<file path="config.mk">
export PLATFORM = sky130hd
export DESIGN_NAME = lpcc_ctrl
export DESIGN_NICKNAME = d
export VERILOG_FILES = /design/src/core/lpcc_pkg.sv /design/src/core/lpcc_ctrl.sv
export VERILOG_INCLUDE_DIRS = /design/src /design/src/core
export SDC_FILE = /design/constraint.sdc
export NUM_CORES = 1
export LEC_CHECK = 0
export BUFFER_PORTS_ARGS = -buffer_cell sky130_fd_sc_hd__buf_2
export CORE_MARGIN = 4
export CORE_UTILIZATION = 52
export DETAILED_ROUTE_END_ITERATION = 7
export PLACE_DENSITY = 0.9
export SETUP_SLACK_MARGIN = 0.15
export SLEW_MARGIN = 20
export SYNTH_ARGS = -nofsm -noshare
export SYNTH_HDL_FRONTEND = slang
export SYNTH_SLANG_ARGS = --single-unit
</file>
<file path="constraint.sdc">
create_clock -name aclk -period 3.15 [get_ports aclk]
set_input_delay 0.1575 -clock aclk [delete_from_list [all_inputs] [get_ports aclk]]
set_output_delay 0.1575 -clock aclk [all_outputs]
set_load 0.02 [all_outputs]
</file>
<file path="src/core/lpcc_defs.svh">
// Constants of the low-power clock control block: register indices,
// field positions, reset values and wait counts.
// Assumes inclusion by bare name from the package and the testbench.
`ifndef LPCC_DEFS_SVH
`define LPCC_DEFS_SVH
// ****************************************
// Register map (index, byte address = 4 * index)
// ****************************************
`define LPCC_LPM_IDX 8'hA0
`define LPCC_CKS_IDX 8'hA1
`define LPCC_LPM_ADDR {2'h0, `LPCC_LPM_IDX, 2'h0}
`define LPCC_CKS_ADDR {2'h0, `LPCC_CKS_IDX, 2'h0}
`define LPCC_LPM_RST 8'h18
`define LPCC_CKS_RST 8'hFC
// ****************************************
// Field positions
// ****************************************
`define LPCC_LPM_STOP 7
`define LPCC_LPM_SLEEP 6
`define LPCC_LPM_HOLD 5
`define LPCC_LPM_RESET 4
`define LPCC_LPM_TMD 3
`define LPCC_LPM_GAP_HI 2
`define LPCC_LPM_GAP_LO 1
`define LPCC_LPM_RSV 0
`define LPCC_CKS_SCM 7
`define LPCC_CKS_MCM 6
`define LPCC_CKS_WS_HI 5
`define LPCC_CKS_WS_LO 4
`define LPCC_CKS_SCS 3
`define LPCC_CKS_MCS 2
`define LPCC_CKS_CS_HI 1
`define LPCC_CKS_CS_LO 0
// ****************************************
// Oscillation wait and CPU gap counts (cycles)
// ****************************************
`define LPCC_WAIT_0 16'h0010
`define LPCC_WAIT_1 16'h0040
`define LPCC_WAIT_2 16'h0100
`define LPCC_WAIT_3 16'h0400
`define LPCC_GAP_1 8'h08
`define LPCC_GAP_2 8'h10
`define LPCC_GAP_3 8'h20
`define LPCC_RESP_OK 2'h0
`define LPCC_RESP_ERR 2'h2
`endif

</file>
<file path="src/core/lpcc_pkg.sv">
// Types of the low-power clock control block.
// Assumes lpcc_defs.svh sits in the include path.
package lpcc_pkg;
`include "lpcc_defs.svh"
    typedef enum logic [1:0] {lpcc_src_pll, lpcc_src_main, lpcc_src_sub} lpcc_src_t;
    typedef enum logic [2:0] {
        lpcc_pm_run,
        lpcc_pm_sleep,
        lpcc_pm_timebase,
        lpcc_pm_watch,
        lpcc_pm_stop,
        lpcc_pm_osc_wait
    } lpcc_pm_t;
endpackage : lpcc_pkg

</file>
<file path="src/core/lpcc_ctrl.sv">
// Low-power clock control: clock source selection, CPU gating and standby modes.
// Assumes aclk is the PLL clock derived from the main oscillator, and that
// sub_osc_in is the free-running sub-oscillator from a pin (asynchronous).
// Clock outputs are enables for clock gates downstream of this block.
//
// Overview of operation
// - In PLL mode CPU and peripherals tick on every cycle of the PLL clock.
// - In main mode they tick at half the main oscillator rate and the PLL is off.
// - In sub mode they tick at a quarter of the sub-oscillator, main clock and PLL off.
// - With a CPU gap selected, peripherals keep full speed and the CPU ticks only on access.
// - Sleep in PLL mode stops only the CPU clock, the rest runs on the PLL clock.
// - Sleep in main mode stops only the CPU clock, the rest runs on the halved main clock.
// - Sleep in sub mode stops only the CPU clock, the rest runs on the quartered sub clock.
// - Timebase mode keeps oscillation, timebase and watch timers and stops all else.
// - Watch mode runs only the watch timer with sub-oscillator on, main and PLL off.
// - Stop mode halts oscillation and all functions while state is retained.
// - The clock select register holds status, wait, request and multiplier fields, resets to FC.
// - The mode control register holds stop, sleep, hold, reset, timebase and gap bits, resets to 18.
//
// Added by the designer: the AXI4-Lite register port.
module lpcc_ctrl
(
    input wire logic aclk,
    input wire logic aresetn,
    input wire logic [11:0] s_axi_awaddr,
    input wire logic s_axi_awvalid,
    output logic s_axi_awready,
    input wire logic [31:0] s_axi_wdata,
    input wire logic [3:0] s_axi_wstrb,
    input wire logic s_axi_wvalid,
    output logic s_axi_wready,
    output logic [1:0] s_axi_bresp,
    output logic s_axi_bvalid,
    input wire logic s_axi_bready,
    input wire logic [11:0] s_axi_araddr,
    input wire logic s_axi_arvalid,
    output logic s_axi_arready,
    output logic [31:0] s_axi_rdata,
    output logic [1:0] s_axi_rresp,
    output logic s_axi_rvalid,
    input wire logic s_axi_rready,
    input wire logic sub_osc_in,
    input wire logic cpu_access,
    input wire logic wake_irq,
    output logic cpu_clk_en,
    output logic periph_clk_en,
    output logic timebase_clk_en,
    output logic watch_clk_en,
    output logic pll_on,
    output logic main_osc_on,
    output logic sub_osc_on,
    output logic pin_state_hold,
    output logic sw_reset_req,
    output lpcc_pkg::lpcc_src_t active_src,
    output lpcc_pkg::lpcc_pm_t power_mode
);
    import lpcc_pkg::*;

    // ****************************************
    // Declarations
    // ****************************************
    logic aw_have_r, w_have_r, bvalid_r, rvalid_r;
    logic [11:0] awaddr_r;
    logic [31:0] wdata_r, rdata_r;
    logic [3:0] wstrb_r;
    logic [1:0] bresp_r, rresp_r;
    logic wr_fire, lpm_wr, cks_wr;
    logic [7:0] lpm_rd, cks_rd;
    logic pin_state_hold_r, rsv_r;
    logic [1:0] gap_sel_r, wait_sel_r, mult_sel_r;
    logic sub_req_r, main_req_r;
    lpcc_src_t src_r, target_r, req_src;
    lpcc_pm_t pm_r;
    logic switching_r;
    logic [15:0] wait_cnt_r, wait_len;
    logic sub_s1_r, sub_s2_r, sub_s3_r, sub_edge, sub_tick;
    logic [1:0] sub_div_r;
    logic main_div_r, base_tick;
    logic [7:0] gap_cnt_r, gap_len;
    logic cpu_tick, cpu_nxt, periph_nxt, tb_nxt, watch_nxt;
    logic pll_nxt, main_nxt, sub_nxt;
    logic cpu_clk_en_r, periph_clk_en_r, tb_clk_en_r, watch_clk_en_r;
    logic pll_on_r, main_osc_on_r, sub_osc_on_r, sw_reset_r;
    logic stop_wr, sleep_wr, tb_wr, rst_wr;

    // ****************************************
    // AXI4-Lite slave
    // ****************************************
    assign s_axi_awready = !aw_have_r && !bvalid_r;
    assign s_axi_wready = !w_have_r && !bvalid_r;
    assign wr_fire = aw_have_r && w_have_r && !bvalid_r;
    assign s_axi_bvalid = bvalid_r;
    assign s_axi_bresp = bresp_r;
    assign s_axi_arready = !rvalid_r;
    assign s_axi_rvalid = rvalid_r;
    assign s_axi_rdata = rdata_r;
    assign s_axi_rresp = rresp_r;

    always_ff @(posedge aclk)
    begin
        if (!aresetn)
        begin
            aw_have_r <= 1'b0;
            w_have_r <= 1'b0;
            awaddr_r <= 12'h000;
            wdata_r <= 32'h0000_0000;
            wstrb_r <= 4'h0;
        end
        else
        begin
            if (s_axi_awvalid && s_axi_awready)
            begin
                aw_have_r <= 1'b1;
                awaddr_r <= s_axi_awaddr;
            end
            else if (wr_fire)
                aw_have_r <= 1'b0;
            if (s_axi_wvalid && s_axi_wready)
            begin
                w_have_r <= 1'b1;
                wdata_r <= s_axi_wdata;
                wstrb_r <= s_axi_wstrb;
            end
            else if (wr_fire)
                w_have_r <= 1'b0;
        end
    end

    always_ff @(posedge aclk)
    begin
        if (!aresetn)
        begin
            bvalid_r <= 1'b0;
            bresp_r <= `LPCC_RESP_OK;
        end
        else if (wr_fire)
        begin
            bvalid_r <= 1'b1;
            bresp_r <= (awaddr_r == `LPCC_LPM_ADDR || awaddr_r == `LPCC_CKS_ADDR)
                ? `LPCC_RESP_OK : `LPCC_RESP_ERR;
        end
        else if (s_axi_bready)
            bvalid_r <= 1'b0;
    end

    // Status flags follow the live source, not the request
    assign cks_rd = {src_r != lpcc_src_sub, src_r != lpcc_src_pll, wait_sel_r,
        sub_req_r, main_req_r, mult_sel_r};
    // Write-only bits read back at their idle values
    assign lpm_rd = {2'b00, pin_state_hold_r, 2'b11, gap_sel_r, rsv_r};

    always_ff @(posedge aclk)
    begin
        if (!aresetn)
        begin
            rvalid_r <= 1'b0;
            rdata_r <= 32'h0000_0000;
            rresp_r <= `LPCC_RESP_OK;
        end
        else if (s_axi_arvalid && s_axi_arready)
        begin
            rvalid_r <= 1'b1;
            rresp_r <= `LPCC_RESP_OK;
            if (s_axi_araddr == `LPCC_LPM_ADDR)
                rdata_r <= {24'h000000, lpm_rd};
            else if (s_axi_araddr == `LPCC_CKS_ADDR)
                rdata_r <= {24'h000000, cks_rd};
            else
            begin
                rdata_r <= 32'h0000_0000;
                rresp_r <= `LPCC_RESP_ERR;
            end
        end
        else if (s_axi_rready)
            rvalid_r <= 1'b0;
    end

    // ****************************************
    // Registers
    // ****************************************
    assign lpm_wr = wr_fire && wstrb_r[0] && awaddr_r == `LPCC_LPM_ADDR;
    assign cks_wr = wr_fire && wstrb_r[0] && awaddr_r == `LPCC_CKS_ADDR;
    // Reset and timebase requests are taken on a written zero
    assign stop_wr = lpm_wr && wdata_r[`LPCC_LPM_STOP];
    assign sleep_wr = lpm_wr && wdata_r[`LPCC_LPM_SLEEP];
    assign tb_wr = lpm_wr && !wdata_r[`LPCC_LPM_TMD];
    assign rst_wr = lpm_wr && !wdata_r[`LPCC_LPM_RESET];

    always_ff @(posedge aclk)
    begin
        if (!aresetn)
        begin
            pin_state_hold_r <= 1'(`LPCC_LPM_RST >> `LPCC_LPM_HOLD);
            gap_sel_r <= 2'(`LPCC_LPM_RST >> `LPCC_LPM_GAP_LO);
            rsv_r <= 1'(`LPCC_LPM_RST);
        end
        else if (lpm_wr)
        begin
            pin_state_hold_r <= wdata_r[`LPCC_LPM_HOLD];
            gap_sel_r <= wdata_r[`LPCC_LPM_GAP_HI:`LPCC_LPM_GAP_LO];
            rsv_r <= wdata_r[`LPCC_LPM_RSV];
        end
    end

    always_ff @(posedge aclk)
    begin
        if (!aresetn)
        begin
            wait_sel_r <= 2'(`LPCC_CKS_RST >> `LPCC_CKS_WS_LO);
            sub_req_r <= 1'(`LPCC_CKS_RST >> `LPCC_CKS_SCS);
            main_req_r <= 1'(`LPCC_CKS_RST >> `LPCC_CKS_MCS);
            mult_sel_r <= 2'(`LPCC_CKS_RST);
        end
        else if (cks_wr)
        begin
            wait_sel_r <= wdata_r[`LPCC_CKS_WS_HI:`LPCC_CKS_WS_LO];
            sub_req_r <= wdata_r[`LPCC_CKS_SCS];
            main_req_r <= wdata_r[`LPCC_CKS_MCS];
            mult_sel_r <= wdata_r[`LPCC_CKS_CS_HI:`LPCC_CKS_CS_LO];
        end
    end

    always_ff @(posedge aclk)
    begin
        if (!aresetn)
            sw_reset_r <= 1'b0;
        else
            sw_reset_r <= rst_wr;
    end

    // ****************************************
    // Clock sources
    // ****************************************
    always_ff @(posedge aclk)
    begin
        if (!aresetn)
        begin
            sub_s1_r <= 1'b0;
            sub_s2_r <= 1'b0;
            sub_s3_r <= 1'b0;
        end
        else
        begin
            sub_s1_r <= sub_osc_in;
            sub_s2_r <= sub_s1_r;
            sub_s3_r <= sub_s2_r;
        end
    end
    assign sub_edge = sub_s2_r && !sub_s3_r;

    always_ff @(posedge aclk)
    begin
        if (!aresetn)
            sub_div_r <= 2'h0;
        else if (sub_edge)
            sub_div_r <= sub_div_r + 2'h1;
    end
    assign sub_tick = sub_edge && sub_div_r == 2'h3;

    always_ff @(posedge aclk)
    begin
        if (!aresetn)
            main_div_r <= 1'b0;
        else if (main_osc_on_r)
            main_div_r <= !main_div_r;
        else
            main_div_r <= 1'b0;
    end

    always_comb
    begin
        case (src_r)
            lpcc_src_pll: base_tick = 1'b1;
            lpcc_src_main: base_tick = main_div_r;
            lpcc_src_sub: base_tick = sub_tick;
            default: base_tick = 1'b0;
        endcase
    end

    // ****************************************
    // Source switching
    // ****************************************
    always_comb
    begin
        if (!sub_req_r)
            req_src = lpcc_src_sub;
        else if (main_req_r)
            req_src = lpcc_src_main;
        else
            req_src = lpcc_src_pll;
        case (wait_sel_r)
            2'h0: wait_len = `LPCC_WAIT_0;
            2'h1: wait_len = `LPCC_WAIT_1;
            2'h2: wait_len = `LPCC_WAIT_2;
            default: wait_len = `LPCC_WAIT_3;
        endcase
    end

    // New source is only adopted after its oscillation wait ends
    always_ff @(posedge aclk)
    begin
        if (!aresetn)
        begin
            src_r <= lpcc_src_main;
            target_r <= lpcc_src_main;
            switching_r <= 1'b0;
        end
        else if (!switching_r && pm_r == lpcc_pm_run && req_src != src_r)
        begin
            target_r <= req_src;
            switching_r <= 1'b1;
        end
        else if (switching_r && wait_cnt_r == 16'h0000)
        begin
            src_r <= target_r;
            switching_r <= 1'b0;
        end
    end

    always_ff @(posedge aclk)
    begin
        if (!aresetn)
            wait_cnt_r <= 16'h0000;
        else if ((!switching_r && pm_r == lpcc_pm_run && req_src != src_r)
            || (pm_r == lpcc_pm_stop && wake_irq))
            wait_cnt_r <= wait_len;
        else if (wait_cnt_r != 16'h0000)
            wait_cnt_r <= wait_cnt_r - 16'h0001;
    end

    // ****************************************
    // Standby modes
    // ****************************************
    always_ff @(posedge aclk)
    begin
        if (!aresetn)
            pm_r <= lpcc_pm_run;
        else
        begin
            case (pm_r)
                lpcc_pm_run:
                    if (stop_wr)
                        pm_r <= lpcc_pm_stop;
                    else if (sleep_wr)
                        pm_r <= lpcc_pm_sleep;
                    else if (tb_wr)
                        pm_r <= (src_r == lpcc_src_sub) ? lpcc_pm_watch : lpcc_pm_timebase;
                lpcc_pm_sleep, lpcc_pm_timebase, lpcc_pm_watch:
                    if (wake_irq)
                        pm_r <= lpcc_pm_run;
                lpcc_pm_stop:
                    if (wake_irq)
                        pm_r <= lpcc_pm_osc_wait;
                lpcc_pm_osc_wait:
                    if (wait_cnt_r == 16'h0000)
                        pm_r <= lpcc_pm_run;
                default: pm_r <= lpcc_pm_run;
            endcase
        end
    end

    // ****************************************
    // CPU intermittent gating
    // ****************************************
    always_comb
    begin
        case (gap_sel_r)
            2'h1: gap_len = `LPCC_GAP_1;
            2'h2: gap_len = `LPCC_GAP_2;
            2'h3: gap_len = `LPCC_GAP_3;
            default: gap_len = 8'h00;
        endcase
    end

    assign cpu_tick = base_tick && pm_r == lpcc_pm_run && !switching_r;

    always_ff @(posedge aclk)
    begin
        if (!aresetn)
            gap_cnt_r <= 8'h00;
        else if (cpu_nxt && gap_sel_r != 2'h0)
            gap_cnt_r <= gap_len;
        else if (base_tick && gap_cnt_r != 8'h00)
            gap_cnt_r <= gap_cnt_r - 8'h01;
    end

    // ****************************************
    // Gate enables
    // ****************************************
    always_comb
    begin
        if (gap_sel_r == 2'h0)
            cpu_nxt = cpu_tick;
        else
            cpu_nxt = cpu_tick && cpu_access && gap_cnt_r == 8'h00;
        // Sleep drops only the CPU; peripherals stay on the base clock
        periph_nxt = base_tick && (pm_r == lpcc_pm_run || pm_r == lpcc_pm_sleep);
        main_nxt = (pm_r == lpcc_pm_run || pm_r == lpcc_pm_sleep || pm_r == lpcc_pm_timebase)
            && (src_r != lpcc_src_sub || (switching_r && target_r != lpcc_src_sub));
        pll_nxt = (pm_r == lpcc_pm_run || pm_r == lpcc_pm_sleep)
            && (src_r == lpcc_src_pll || (switching_r && target_r == lpcc_src_pll));
        sub_nxt = pm_r != lpcc_pm_stop && pm_r != lpcc_pm_osc_wait;
        tb_nxt = main_div_r && main_osc_on_r && pm_r != lpcc_pm_stop;
        watch_nxt = sub_edge && sub_nxt;
    end

    // Registered enables keep glitches away from the clock gates
    always_ff @(posedge aclk)
    begin
        if (!aresetn)
        begin
            cpu_clk_en_r <= 1'b0;
            periph_clk_en_r <= 1'b0;
            tb_clk_en_r <= 1'b0;
            watch_clk_en_r <= 1'b0;
            pll_on_r <= 1'b0;
            main_osc_on_r <= 1'b1;
            sub_osc_on_r <= 1'b1;
        end
        else
        begin
            cpu_clk_en_r <= cpu_nxt;
            periph_clk_en_r <= periph_nxt;
            tb_clk_en_r <= tb_nxt;
            watch_clk_en_r <= watch_nxt;
            pll_on_r <= pll_nxt;
            main_osc_on_r <= main_nxt;
            sub_osc_on_r <= sub_nxt;
        end
    end

    assign cpu_clk_en = cpu_clk_en_r;
    assign periph_clk_en = periph_clk_en_r;
    assign timebase_clk_en = tb_clk_en_r;
    assign watch_clk_en = watch_clk_en_r;
    assign pll_on = pll_on_r;
    assign main_osc_on = main_osc_on_r;
    assign sub_osc_on = sub_osc_on_r;
    assign pin_state_hold = pin_state_hold_r;
    assign sw_reset_req = sw_reset_r;
    assign active_src = src_r;
    assign power_mode = pm_r;

endmodule : lpcc_ctrl

</file>
==> run summary, run 1 <==
Final Hold Fails = 0
most frequent cells after synthesis = 91 x dfxtp_1, 89 x nand2_1, 56 x a21oi_1
FF+latch area = 1820 um^2
endpoint class of the critical path = flop
Final Worst Setup Slack = 0.526 ns
Worst-Skew Late Latency = 0.36 ns
WL/cell = 14.0 um
Post-Synthesis Cells = 511
area grow syn2layout = 12.3%
final hold slack = 0.0203 ns
share of cells above drive strength 1 = 18.5%
placer congestion estimate = 0.867
RSZ-0062 raised after global routing = no
Synth Warn # = 0
clock-pin transition on the worst setup and hold timing paths = 0.09 ns
cell with the most instances after synthesis = dfxtp_1
Internal = 0.00207 W
Synth area leaders = dfxtp_1 43%, nand2_1 8.0%, a21oi_1 6.7%
sequential share of power = 44.8%
CTS tree = done
I/O Buffers = 71
Layout fillers = 657
die area = 9570 um^2
Synth Register Bits = 91
minimum clock period = 2.62 ns
clock root buffer = clkbuf_8
Syn Area/Cell = 8.21 um^2
Starting Density = 53.8%
Post-Route WL = 9620 um
final layout net count = 651
placed inst area = 4520 um^2
Hold/Removal Path Class = in2reg
Post-route DRC = 0
Worst VDD drop = 0.302 mV
Max-Slew Margin vs Limit = 59.4%
I/O Pins = 125
maxcap violations = 0
period utilization = 83.3%
core footprint = 7810 um^2
hpwl dp = 7030 um
register area share after synthesis = 43.4%
height of the die = 97.8 um
ys flop type = dfxtp_1
critical path class = reg2reg
post-CTS setup buffers = 0
TritonCTS Buffers = 9
clk sinks = 91
post-route ant nets = 0
FP Rows = 32
outcome = completed
Final Power = 0.00326 W
crit path max fanout = 17
largest net degree at the start of global routing = 58
DRT iter0 DRCs = 225
initial antenna violation count = 0
Clock Skew = 0.0125 ns
first-pass GRT wire length = 16000 um
critical path arrival = 2.85 ns
vias in the first global route = 3581
Multi-input gate area = 2130 um^2
number of antenna diodes = 0
Die X = 97.8 um
via count = 3813
Static Leak = 1.94 nW
Max Root-Sink Buffers = 2
Final Max Tran Viols = 0
max frequency = 381 MHz
combinational share of power = 33.0%
Critical Path Start Type = flop
Yosys cell types = 64
DR vias/cell = 5.57
Final setup violation count = 0
Least-Margin Pin Slew = 0.608 ns
Cell Area, Synth = 4200 um^2
clock power share = 22.2%
fraction of registers with async set/reset = 0%
NetSw = 0.00119 W
sw frac = 36.5%
PD cells = 692 nW/um^2
area leader, netlist = dfxtp_1
First-pass DRT Iterations = 5
gr usage total = 19.8%
total gr overflow = 0
top cell type's share of synthesized area = 43.4%
critical path required time = 3.38 ns
pre-CTS setup slack = 0.554 ns
number of synthesized flops with an enable pin = 0
htree depth = 3
Final Cell Area = 4710 um^2
setup TNS = 0 ns
==> repair_timing <==
action,in CTS,in global routing
endpoints found under the hold margin,1,0
hold buffers,1,0
gates resized for setup,0,0
==> cells in the final DEF (no fill, tap or decap), types with 4 or more instances in the layout <==
cell      instances
inv_1            15
nor4_1            6
buf_4             4
o21ai_1           7
nand4_1           4
mux2_2            4
or3_1            17
or2_2             4
nor3b_1           4
clkbuf_8          9
o21ai_0          12
or4_1             9
conb_1           26
nand2_1          89
clkinv_4          4
nand3_1          17
nand2b_1          9
nor2_1           32
and2_1            6
buf_2            71
a211oi_1          7
nor3_1            8
xor2_1            4
dfxtp_1          91
nor2b_1           4
a21oi_1          56
==> state kept, by name, indices dropped and copies added, names as in the netlist, 2 cells and up <==
register,flops
wait_sel_r,2
wait_cnt_r,16
gap_cnt_r,8
mult_sel_r,2
active_src,2
target_r,2
power_mode,3
awaddr_r,12
s_axi_rdata,8
wdata_r,8
sub_div_r,2
gap_sel_r,2
==> power by group through the flow <==
stage	logic, W	clock network [W]	registers [W]
floorplan	0.000912	0	0.00144
global placement	0.00100	0	0.00146
detailed placement	0.00105	0	0.00148
CTS	0.00107	0.000729	0.00146
global route	0.00120	0.000779	0.00148
finish	0.00108	0.000723	0.00146
==> logic make-up (layout without fill, tap and decap cells) <==
logic type	count (synthesis)	in the layout	synth area share (%)
and+or+nand+nor	232	232	28.3
AOI/OAI and AO/OA	113	113	16.7
DFF	91	91	43.4
buffers and inverters	60	107	8.05
xor gates and xnor gates	6	6	1.25
muxes	5	5	1.31
adders and majority gates	3	3	0.894
other	1	26	0.0893
==> cell type report <==
type	instances	share of cell area [%]
Timing Repair Buffer	76	8.39
Clock buffer	10	2.71
Inverter	15	1.19
Sequential cell	91	38.7
Clock inverter	6	1.09
Multi-Input combinational cell	385	45.2
Tap cell	102	2.71
==> path summary, 6_finish.rpt <==
path,startpoint,endpoint,slack [ns],depth (start not counted)
max,wait_cnt_r[0],wait_cnt_r[2],0.53,7
min,sub_osc_in,sub_s1_r,0.02,2
max reg2reg,wait_cnt_r[0],wait_cnt_r[2],0.53,7
min reg2reg,sub_s1_r,sub_s2_r,0.44,1
==> layer usage <==
metal	vias to the layer above	GRT usage [%]	wire, um	part of all wire, %
li1	1893	-	-	-
met1	1765	25.2	4180	43
met2	142	33.7	4740	49
met3	13	3.21	550	5.7
met4	0	7.24	146	1.5
met5	-	0	0	0
==> critical path, stage by stage, from the launching register on <==
cell      delay (ns)
dfxtp_1         0.33
inv_1           0.08
ha_1            0.18
or3b_1          0.49
or4_4           0.63
a211oi_4        0.51
or3b_2          0.22
a21oi_1         0.05
==> through the flow <==
stage | std cells | util, %
3_5_place_dp | 668 | 57.9
4_1_cts | 685 | 60.4
2_1_floorplan | 536 | -
5_1_grt | 685 | 60.4
6_report | 685 | 60.4
3_3_place_gp | 668 | 57.9
No activity file was read; power rests on OpenSTA's default activity.
==> inputs of run 2 (changes only) <==
--- a/config.mk
+++ b/config.mk
@@ -6,11 +6,12 @@
 export SDC_FILE = /design/constraint.sdc
 export NUM_CORES = 1
 export LEC_CHECK = 0
+export ABC_AREA = 1
 export BUFFER_PORTS_ARGS = -buffer_cell sky130_fd_sc_hd__buf_2
 export CORE_MARGIN = 4
-export CORE_UTILIZATION = 52
+export CORE_UTILIZATION = 47
 export DETAILED_ROUTE_END_ITERATION = 7
-export PLACE_DENSITY = 0.9
+export PLACE_DENSITY = 0.86
 export SETUP_SLACK_MARGIN = 0.15
 export SLEW_MARGIN = 20
 export SYNTH_ARGS = -nofsm -noshare
==> constraint.sdc (replaced) <==
create_clock -name aclk -period 2.4 [get_ports aclk]
set_input_delay 0.12 -clock aclk [delete_from_list [all_inputs] [get_ports aclk]]
set_output_delay 0.12 -clock aclk [all_outputs]
set_load 0.02 [all_outputs]
==> run 2 against run 1 <==
Global-route usage decreased by 0.78 points. Largest cell class unchanged. Non-clock buffer count is 2 lower. Critical path depth is 4 higher.
==> run summary, run 2 <==
Clock Skew = 0.00866 ns (-0.00380 ns)
post-route ant nets = 0 (unchanged)
Cell Area, Synth = 4360 um^2 (+3.8%)
placer congestion estimate = 0.926 (+6.8%)
final layout net count = 751 (+15%)
endpoint class of the critical path = flop
DRT iter0 DRCs = 328 (+46%)
TritonCTS Buffers = 9 (unchanged)
CP dominant cell by count = nand2_1
crit path max fanout = 7 (-10)
RSZ-0062 raised after global routing = no
top cell type's share of synthesized area = 41.8% (-1.6 points)
CP Cell Sequence = inv_1 > ha_1 > nand4_1 > inv_1 > nand2_1 > nand2_1 > inv_1 > nor2_2 > nand2_1 > nand2_1 > nor2_1
most frequent cells in the layout = 107 x nor2_1, 102 x nand2_1, 91 x dfxtp_1, 76 x inv_1, 71 x buf_2
area grow syn2layout = 13.4%
PD cells = 945 nW/um^2 (+37%)
share of cells above drive strength 1 = 16.3% (-2.3 points)
Synth Register Bits = 91 (unchanged)
fraction of registers with async set/reset = 0% (unchanged)
area leader, netlist = dfxtp_1
Starting Density = 49.0% (-4.8 points)
hpwl dp = 7590 um (+7.9%)
CTS tree = done
cell with the most instances after synthesis = nor2_1
Worst-Skew Late Latency = 0.36 ns (about the same)
FP Rows = 34 (+6.3%)
biggest regs = wait_cnt_r x16, awaddr_r x12
Largest Register = wait_cnt_r
Worst VDD drop = 0.373 mV (+24%)
maxcap violations = 0 (unchanged)
clock-pin transition on the worst setup and hold timing paths = 0.08 ns (about the same)
max frequency = 579 MHz (+52%)
Hold/Removal Path Class = in2reg
Post-route DRC = 0 (unchanged)
clock root buffer = clkbuf_8
number of antenna diodes = 0 (unchanged)
total gr overflow = 0 (unchanged)
Final Max Tran Viols = 0 (unchanged)
Post-Route WL = 10200 um (+6.1%)
outcome = completed
Yosys cell types = 36 (-44%)
Core Util, Final = 55.6% (-4.8 points)
Final Hold Fails = 0 (unchanged)
Syn Area/Cell = 7.18 um^2 (-13%)
critical path arrival = 1.98 ns (-0.87 ns)
WL/cell = 12.9 um (-8.1%)
Post-Synthesis Cells = 607 (+19%)
DR vias/cell = 5.11 (-8.2%)
I/O Buffers = 71 (unchanged)
critical path required time = 2.66 ns (-0.72 ns)
period utilization = 71.9% (-11 points)
number of synthesized flops with an enable pin = 0 (unchanged)
htree depth = 3 (unchanged)
critical path class = reg2reg
register area share after synthesis = 41.8% (-1.6 points)
Static Leak = 2.41 nW (+25%)
minimum clock period = 1.73 ns (-0.898 ns)
initial antenna violation count = 0 (unchanged)
Die X = 104 um (+6.6%)
Max-Slew Margin vs Limit = 60.7% (+1.3 points)
First-pass DRT Iterations = 5 (unchanged)
Max Root-Sink Buffers = 2 (unchanged)
max incr delay on CP = 0.31 ns (-0.32 ns)
commonest non-fill, non-tap cell in the layout = nor2_1
most frequent cells after synthesis = 107 x nor2_1, 102 x nand2_1, 91 x dfxtp_1
clk sinks = 91 (unchanged)
vias in the first global route = 3923 (+9.6%)
via count = 4044 (+6.1%)
ys flop type = dfxtp_1
core footprint = 8890 um^2 (+14%)
gr usage total = 19.0% (-0.78 points)
largest net degree at the start of global routing = 53 (-8.6%)
setup TNS = 0 ns (unchanged)
first-pass GRT wire length = 17300 um (+8.1%)
height of the die = 104 um (+6.6%)
Synth area leaders = dfxtp_1 42%, nor2_1 9.2%, nand2_1 8.8%
die area = 10900 um^2 (+14%)
Synth Warn # = 0 (unchanged)
Final setup violation count = 0 (unchanged)
master of the slowest instance on the critical path = dfxtp_1
Critical Path Start Type = flop
max reg flops = 16 (unchanged)
I/O Pins = 125 (unchanged)
Least-Margin Pin Slew = 0.589 ns (-0.0186 ns)
-- run 2: cells by family (layout without fill, tap and decap cells) --
group           Yosys count  after routing  synth area share [%]
buf+inv                 116            167                  12.5
simple gates            283            283                  29.5
flops                    91             91                  41.8
compound gates           98             98                  12.3
other cells               1             26                0.0861
fa+ha+maj                 3              3                 0.861
xor+xnor                 15             15                  3.01
-- run 2: routing by layer --
metal	vias up	share of wire [%]	track usage, %
met1	1845	42	22.0
met3	31	4.9	3.48
met5	-	0	0
met4	0	3.3	9.59
met2	126	50	33.3
li1	2042	-	-
-- run 2: cell type report --
class	instances	area [um^2]
clock buffers	12	155
clock inverters	4	72.6
fillers	816	3950
inverters	77	289
multi-input cells	425	2090
flip-flops and latches	91	1820
well taps	108	135
repair buffers	74	380
-- run 2: path summary, 6_finish.rpt --
| check | start | to | slack, ns | depth (start not counted) |
|---|---|---|---|---|
| worst min register to register | sub_s3_r | watch_clk_en | 0.43 | 1 |
| worst max-delay path | gap_cnt_r[0] | gap_cnt_r[4] | 0.67 | 11 |
| worst max register to register | gap_cnt_r[0] | gap_cnt_r[4] | 0.67 | 11 |
| worst min-delay path | s_axi_awaddr[6] | awaddr_r[6] | 0.01 | 3 |
-- run 2: metrics by stage --
| step | power [W] | hold WS [ns] | setup WS [ns] | instances | instance area [um^2] |
|---|---|---|---|---|---|
| finish | 0.00467 | 0.00986 | 0.674 | 791 | 4940 |
| detailed placement | 0.00350 | 0.335 | 0.701 | 774 | 4700 |
| global route | 0.00500 | 0.0266 | 0.456 | 791 | 4940 |
| CTS | 0.00466 | 0.00346 | 0.680 | 791 | 4940 |
| floorplan | 0.00320 | 0.218 | 0.911 | 632 | 4450 |
| global placement | 0.00341 | 0.337 | 0.787 | 774 | 4700 |
-- run 2: what timing repair did --
action	in CTS	in global routing
endpoints found under the hold margin	1	0
hold buffers	1	0
setup buffers	0	0
resized for setup	0	0
-- run 2: where the power goes --
part	leakage, nW	internal (W)	switching (W)
logic	1.56	0.000592	0.00103
clock network	0.113	0.000643	0.000533
registers	0.745	0.00171	0.000157
-- run 2: critical path, delay by kind of cell, from the launching register on --
kind	cells	cell delay, ns
and+or+nand+nor	7	0.77
adders and majority gates	1	0.20
DFF	1	0.31
buffers and inverters	3	0.34
==> inputs of run 3 (changes only) <==
==> constraint.sdc (replaced) <==
create_clock -name aclk -period 1.5 [get_ports aclk]
set_input_delay 0.075 -clock aclk [delete_from_list [all_inputs] [get_ports aclk]]
set_output_delay 0.075 -clock aclk [all_outputs]
set_load 0.02 [all_outputs]
==> run 3 against run 2 <==
The flow now finishes with violations (negative setup slack). Via count up 13%. Sequential share of layout area decreased by 5.9 points. Register-to-register slack lost 0.72 ns. First-iteration DRC count fell by 8.2%. Fmax up 12%. Hold slack got worse by 0.0024 ns. Utilization increased by 12 points. Cell count is 8.3% higher. Clock-buffer cell count is 2 lower. Critical endpoint is now gap_cnt_r[3].
==> run summary, run 3 (synthesized netlist as in run 2, its figures left out) <==
Critical Path Start Type = flop
clock power share = 19.4% (-5.8 points)
First-pass DRT Iterations = 6 (+1)
Hold/Removal Path Class = in2reg
endpoint class of the critical path = flop
largest net degree at the start of global routing = 40 (-25%)
number of antenna diodes = 0 (unchanged)
sw frac = 41.1% (+4.3 points)
critical path arrival = 1.85 ns (-0.13 ns)
busiest grt layer = met2
met1 usage = 22.7% (+0.64 points)
core footprint = 8890 um^2 (unchanged)
via count = 4553 (+13%)
Max Root-Sink Buffers = 2 (unchanged)
post-route ant nets = 0 (unchanged)
final hold slack = 0.00748 ns (-0.00238 ns)
NetSw = 0.00358 W (+110%)
WP buf/inv = 1 (-2)
PD cells = 1450 nW/um^2 (+53%)
initial antenna violation count = 0 (unchanged)
period utilization = 103% (+31 points)
Largest Register = wait_cnt_r
CTS tree = done
Final Hold Fails = 0 (unchanged)
critical path class = reg2reg
clock root buffer = clkbuf_8
htree depth = 3 (unchanged)
Post-Route WL = 12800 um (+26%)
DRT iter0 DRCs = 301 (-8.2%)
Post-route DRC = 0 (unchanged)
commonest non-fill, non-tap cell in the layout = nor2_1
maxcap violations = 0 (unchanged)
DR vias/cell = 5.31 (+3.9%)
sequential share of power = 35.1% (-5.0 points)
Crit path max-delay family = simple AND/OR/NAND/NOR gates
CP Cell Sequence = nor2_1 > nor2_2 > nand2_2 > nand2_2 > nor2_4 > nand2_4 > buf_6 > nand2_2 > a21oi_2 > nor2_1
Die X = 104 um (unchanged)
FP Rows = 34 (unchanged)
WL/cell = 15.0 um (+16%)
Final Cell Area = 6000 um^2 (+22%)
placer congestion estimate = 0.898 (-3.0%)
max incr delay on CP = 0.37 ns (+0.06 ns)
RSZ-0062 raised after global routing = yes
placed inst area = 4990 um^2 (+6.1%)
Worst VDD drop = 0.615 mV (+65%)
first-pass GRT wire length = 19500 um (+13%)
minimum clock period = 1.55 ns (-0.180 ns)
I/O Buffers = 71 (unchanged)
grt met3 use = 5.09% (+1.6 points)
Post-Place Cells = 798 (+3.1%)
total gr overflow = 0 (unchanged)
combinational share of power = 45.4% (+11 points)
most frequent cells in the layout = 84 x nor2_1, 75 x nand2_1, 71 x buf_2, 70 x dfxtp_1, 57 x inv_1
biggest regs = wait_cnt_r x16, awaddr_r x12
Final setup violation count = 4 (+4)
met2 usage = 41.0% (+7.7 points)
Internal = 0.00512 W (+74%)
gr usage total = 21.6% (+2.6 points)
Static Leak = 2.82 nW (+17%)
vias in the first global route = 4408 (+12%)
area grow syn2layout = 37.8%
crit path max fanout = 5 (-2)
die area = 10900 um^2 (unchanged)
clk sinks = 91 (unchanged)
hpwl dp = 7990 um (+5.3%)
I/O Pins = 125 (unchanged)
CP dominant cell by count = nand2_2
failing checks = negative setup slack
master of the slowest instance on the critical path = dfxtp_4
height of the die = 104 um (unchanged)
Final Worst Setup Slack = -0.0463 ns (-0.720 ns)
Clock Skew = 0.0154 ns (+0.00676 ns)
Starting Density = 49.0% (unchanged)
TritonCTS Buffers = 9 (unchanged)
clock-pin transition on the worst setup and hold timing paths = 0.09 ns (about the same)
final layout net count = 817 (+8.8%)
outcome = complete, but fails checks
critical path required time = 1.80 ns (-0.86 ns)
Layout fillers = 659 (-19%)
Final Max Tran Viols = 0 (unchanged)
share of cells above drive strength 1 = 37.4% (+21 points)
Worst-Skew Late Latency = 0.37 ns (about the same)
Layout Cells excl Fill = 857 (+8.3%)
max reg flops = 16 (unchanged)
max frequency = 647 MHz (+12%)
==> run 3: cell count changes in the layout (fill, tap and decap cells not counted), moves of 8 or more <==
cell           change
a21oi_1           -11
a21oi_2           +11
buf_4             +36
buf_6              +8
dfxtp_1           -21
dfxtp_2           +16
dlygate4sd3_1     +20
inv_1             -19
inv_2             +15
nand2_1           -27
nand2_2           +20
nor2_1            -23
nor2_2             +9
nor2_4            +14
==> run 3: through the flow <==
| step | worst slack, ns | setup TNS, ns | total power [W] | util, % |
|---|---|---|---|---|
| after detailed placement | -0.0160 | -0.0613 | 0.00594 | 56.1 |
| after global placement | 0.0193 | 0 | 0.00581 | 56.1 |
| final | -0.0463 | -0.0978 | 0.00870 | 67.5 |
| after CTS | 0.0556 | 0 | 0.00810 | 63.8 |
| after global routing | -0.141 | -1.30 | 0.00923 | 67.5 |
| after floorplan | 0.136 | 0 | 0.00527 | - |
==> run 3: power groups by stage <==
stage	sequential, W	combinational (W)	clock (W)
after floorplan	0.00301	0.00227	0
after global placement	0.00301	0.00280	0
after detailed placement	0.00303	0.00291	0
after CTS	0.00300	0.00338	0.00172
after global routing	0.00309	0.00430	0.00185
final	0.00306	0.00395	0.00169
==> run 3: worst register-to-register path: cells and delay by family (launching register included) <==
family	cells	cell delay (ns)
DFF	1	0.37
AOI/OAI and AO/OA	1	0.05
buffers and inverters	1	0.14
and+or+nand+nor	8	0.93
==> run 3: worst paths after layout <==
check | start | end | slack [ns] | cells past startpoint
max | active_src[0] | gap_cnt_r[3] | -0.05 | 10
max reg2reg | active_src[0] | gap_cnt_r[3] | -0.05 | 10
min reg2reg | sub_s1_r | sub_s2_r | 0.43 | 2
min | s_axi_awaddr[10] | awaddr_r[10] | 0.007 | 3
==> run 3: final cells by class <==
type                       instances  area (um^2)  area share, %
inverter                          77          307           5.11
sequential                        91         1860           31.0
tap                              108          135           2.25
clock inverter                     6         68.8           1.15
clock buffer                      10          128           2.13
timing repair buffer             140          976           16.3
multi-input combinational        425         2530           42.1
==> run 3: what timing repair did <==
action / 4_1_cts / 5_1_grt
pin swaps: 30 / 19
setup endpoints to repair: 45 / 70
resized for setup: 68 / 83
hold endpoints to repair: 21 / 0
hold buffers: 21 / 0
setup buffers: 11 / 11
==> run 3: routing by layer <==
layer / vias up / share of wire [%]
met5: - / 0
met4: 0 / 3.3
met3: 56 / 5.3
met1: 2155 / 38
li1: 2172 / -
met2: 170 / 54
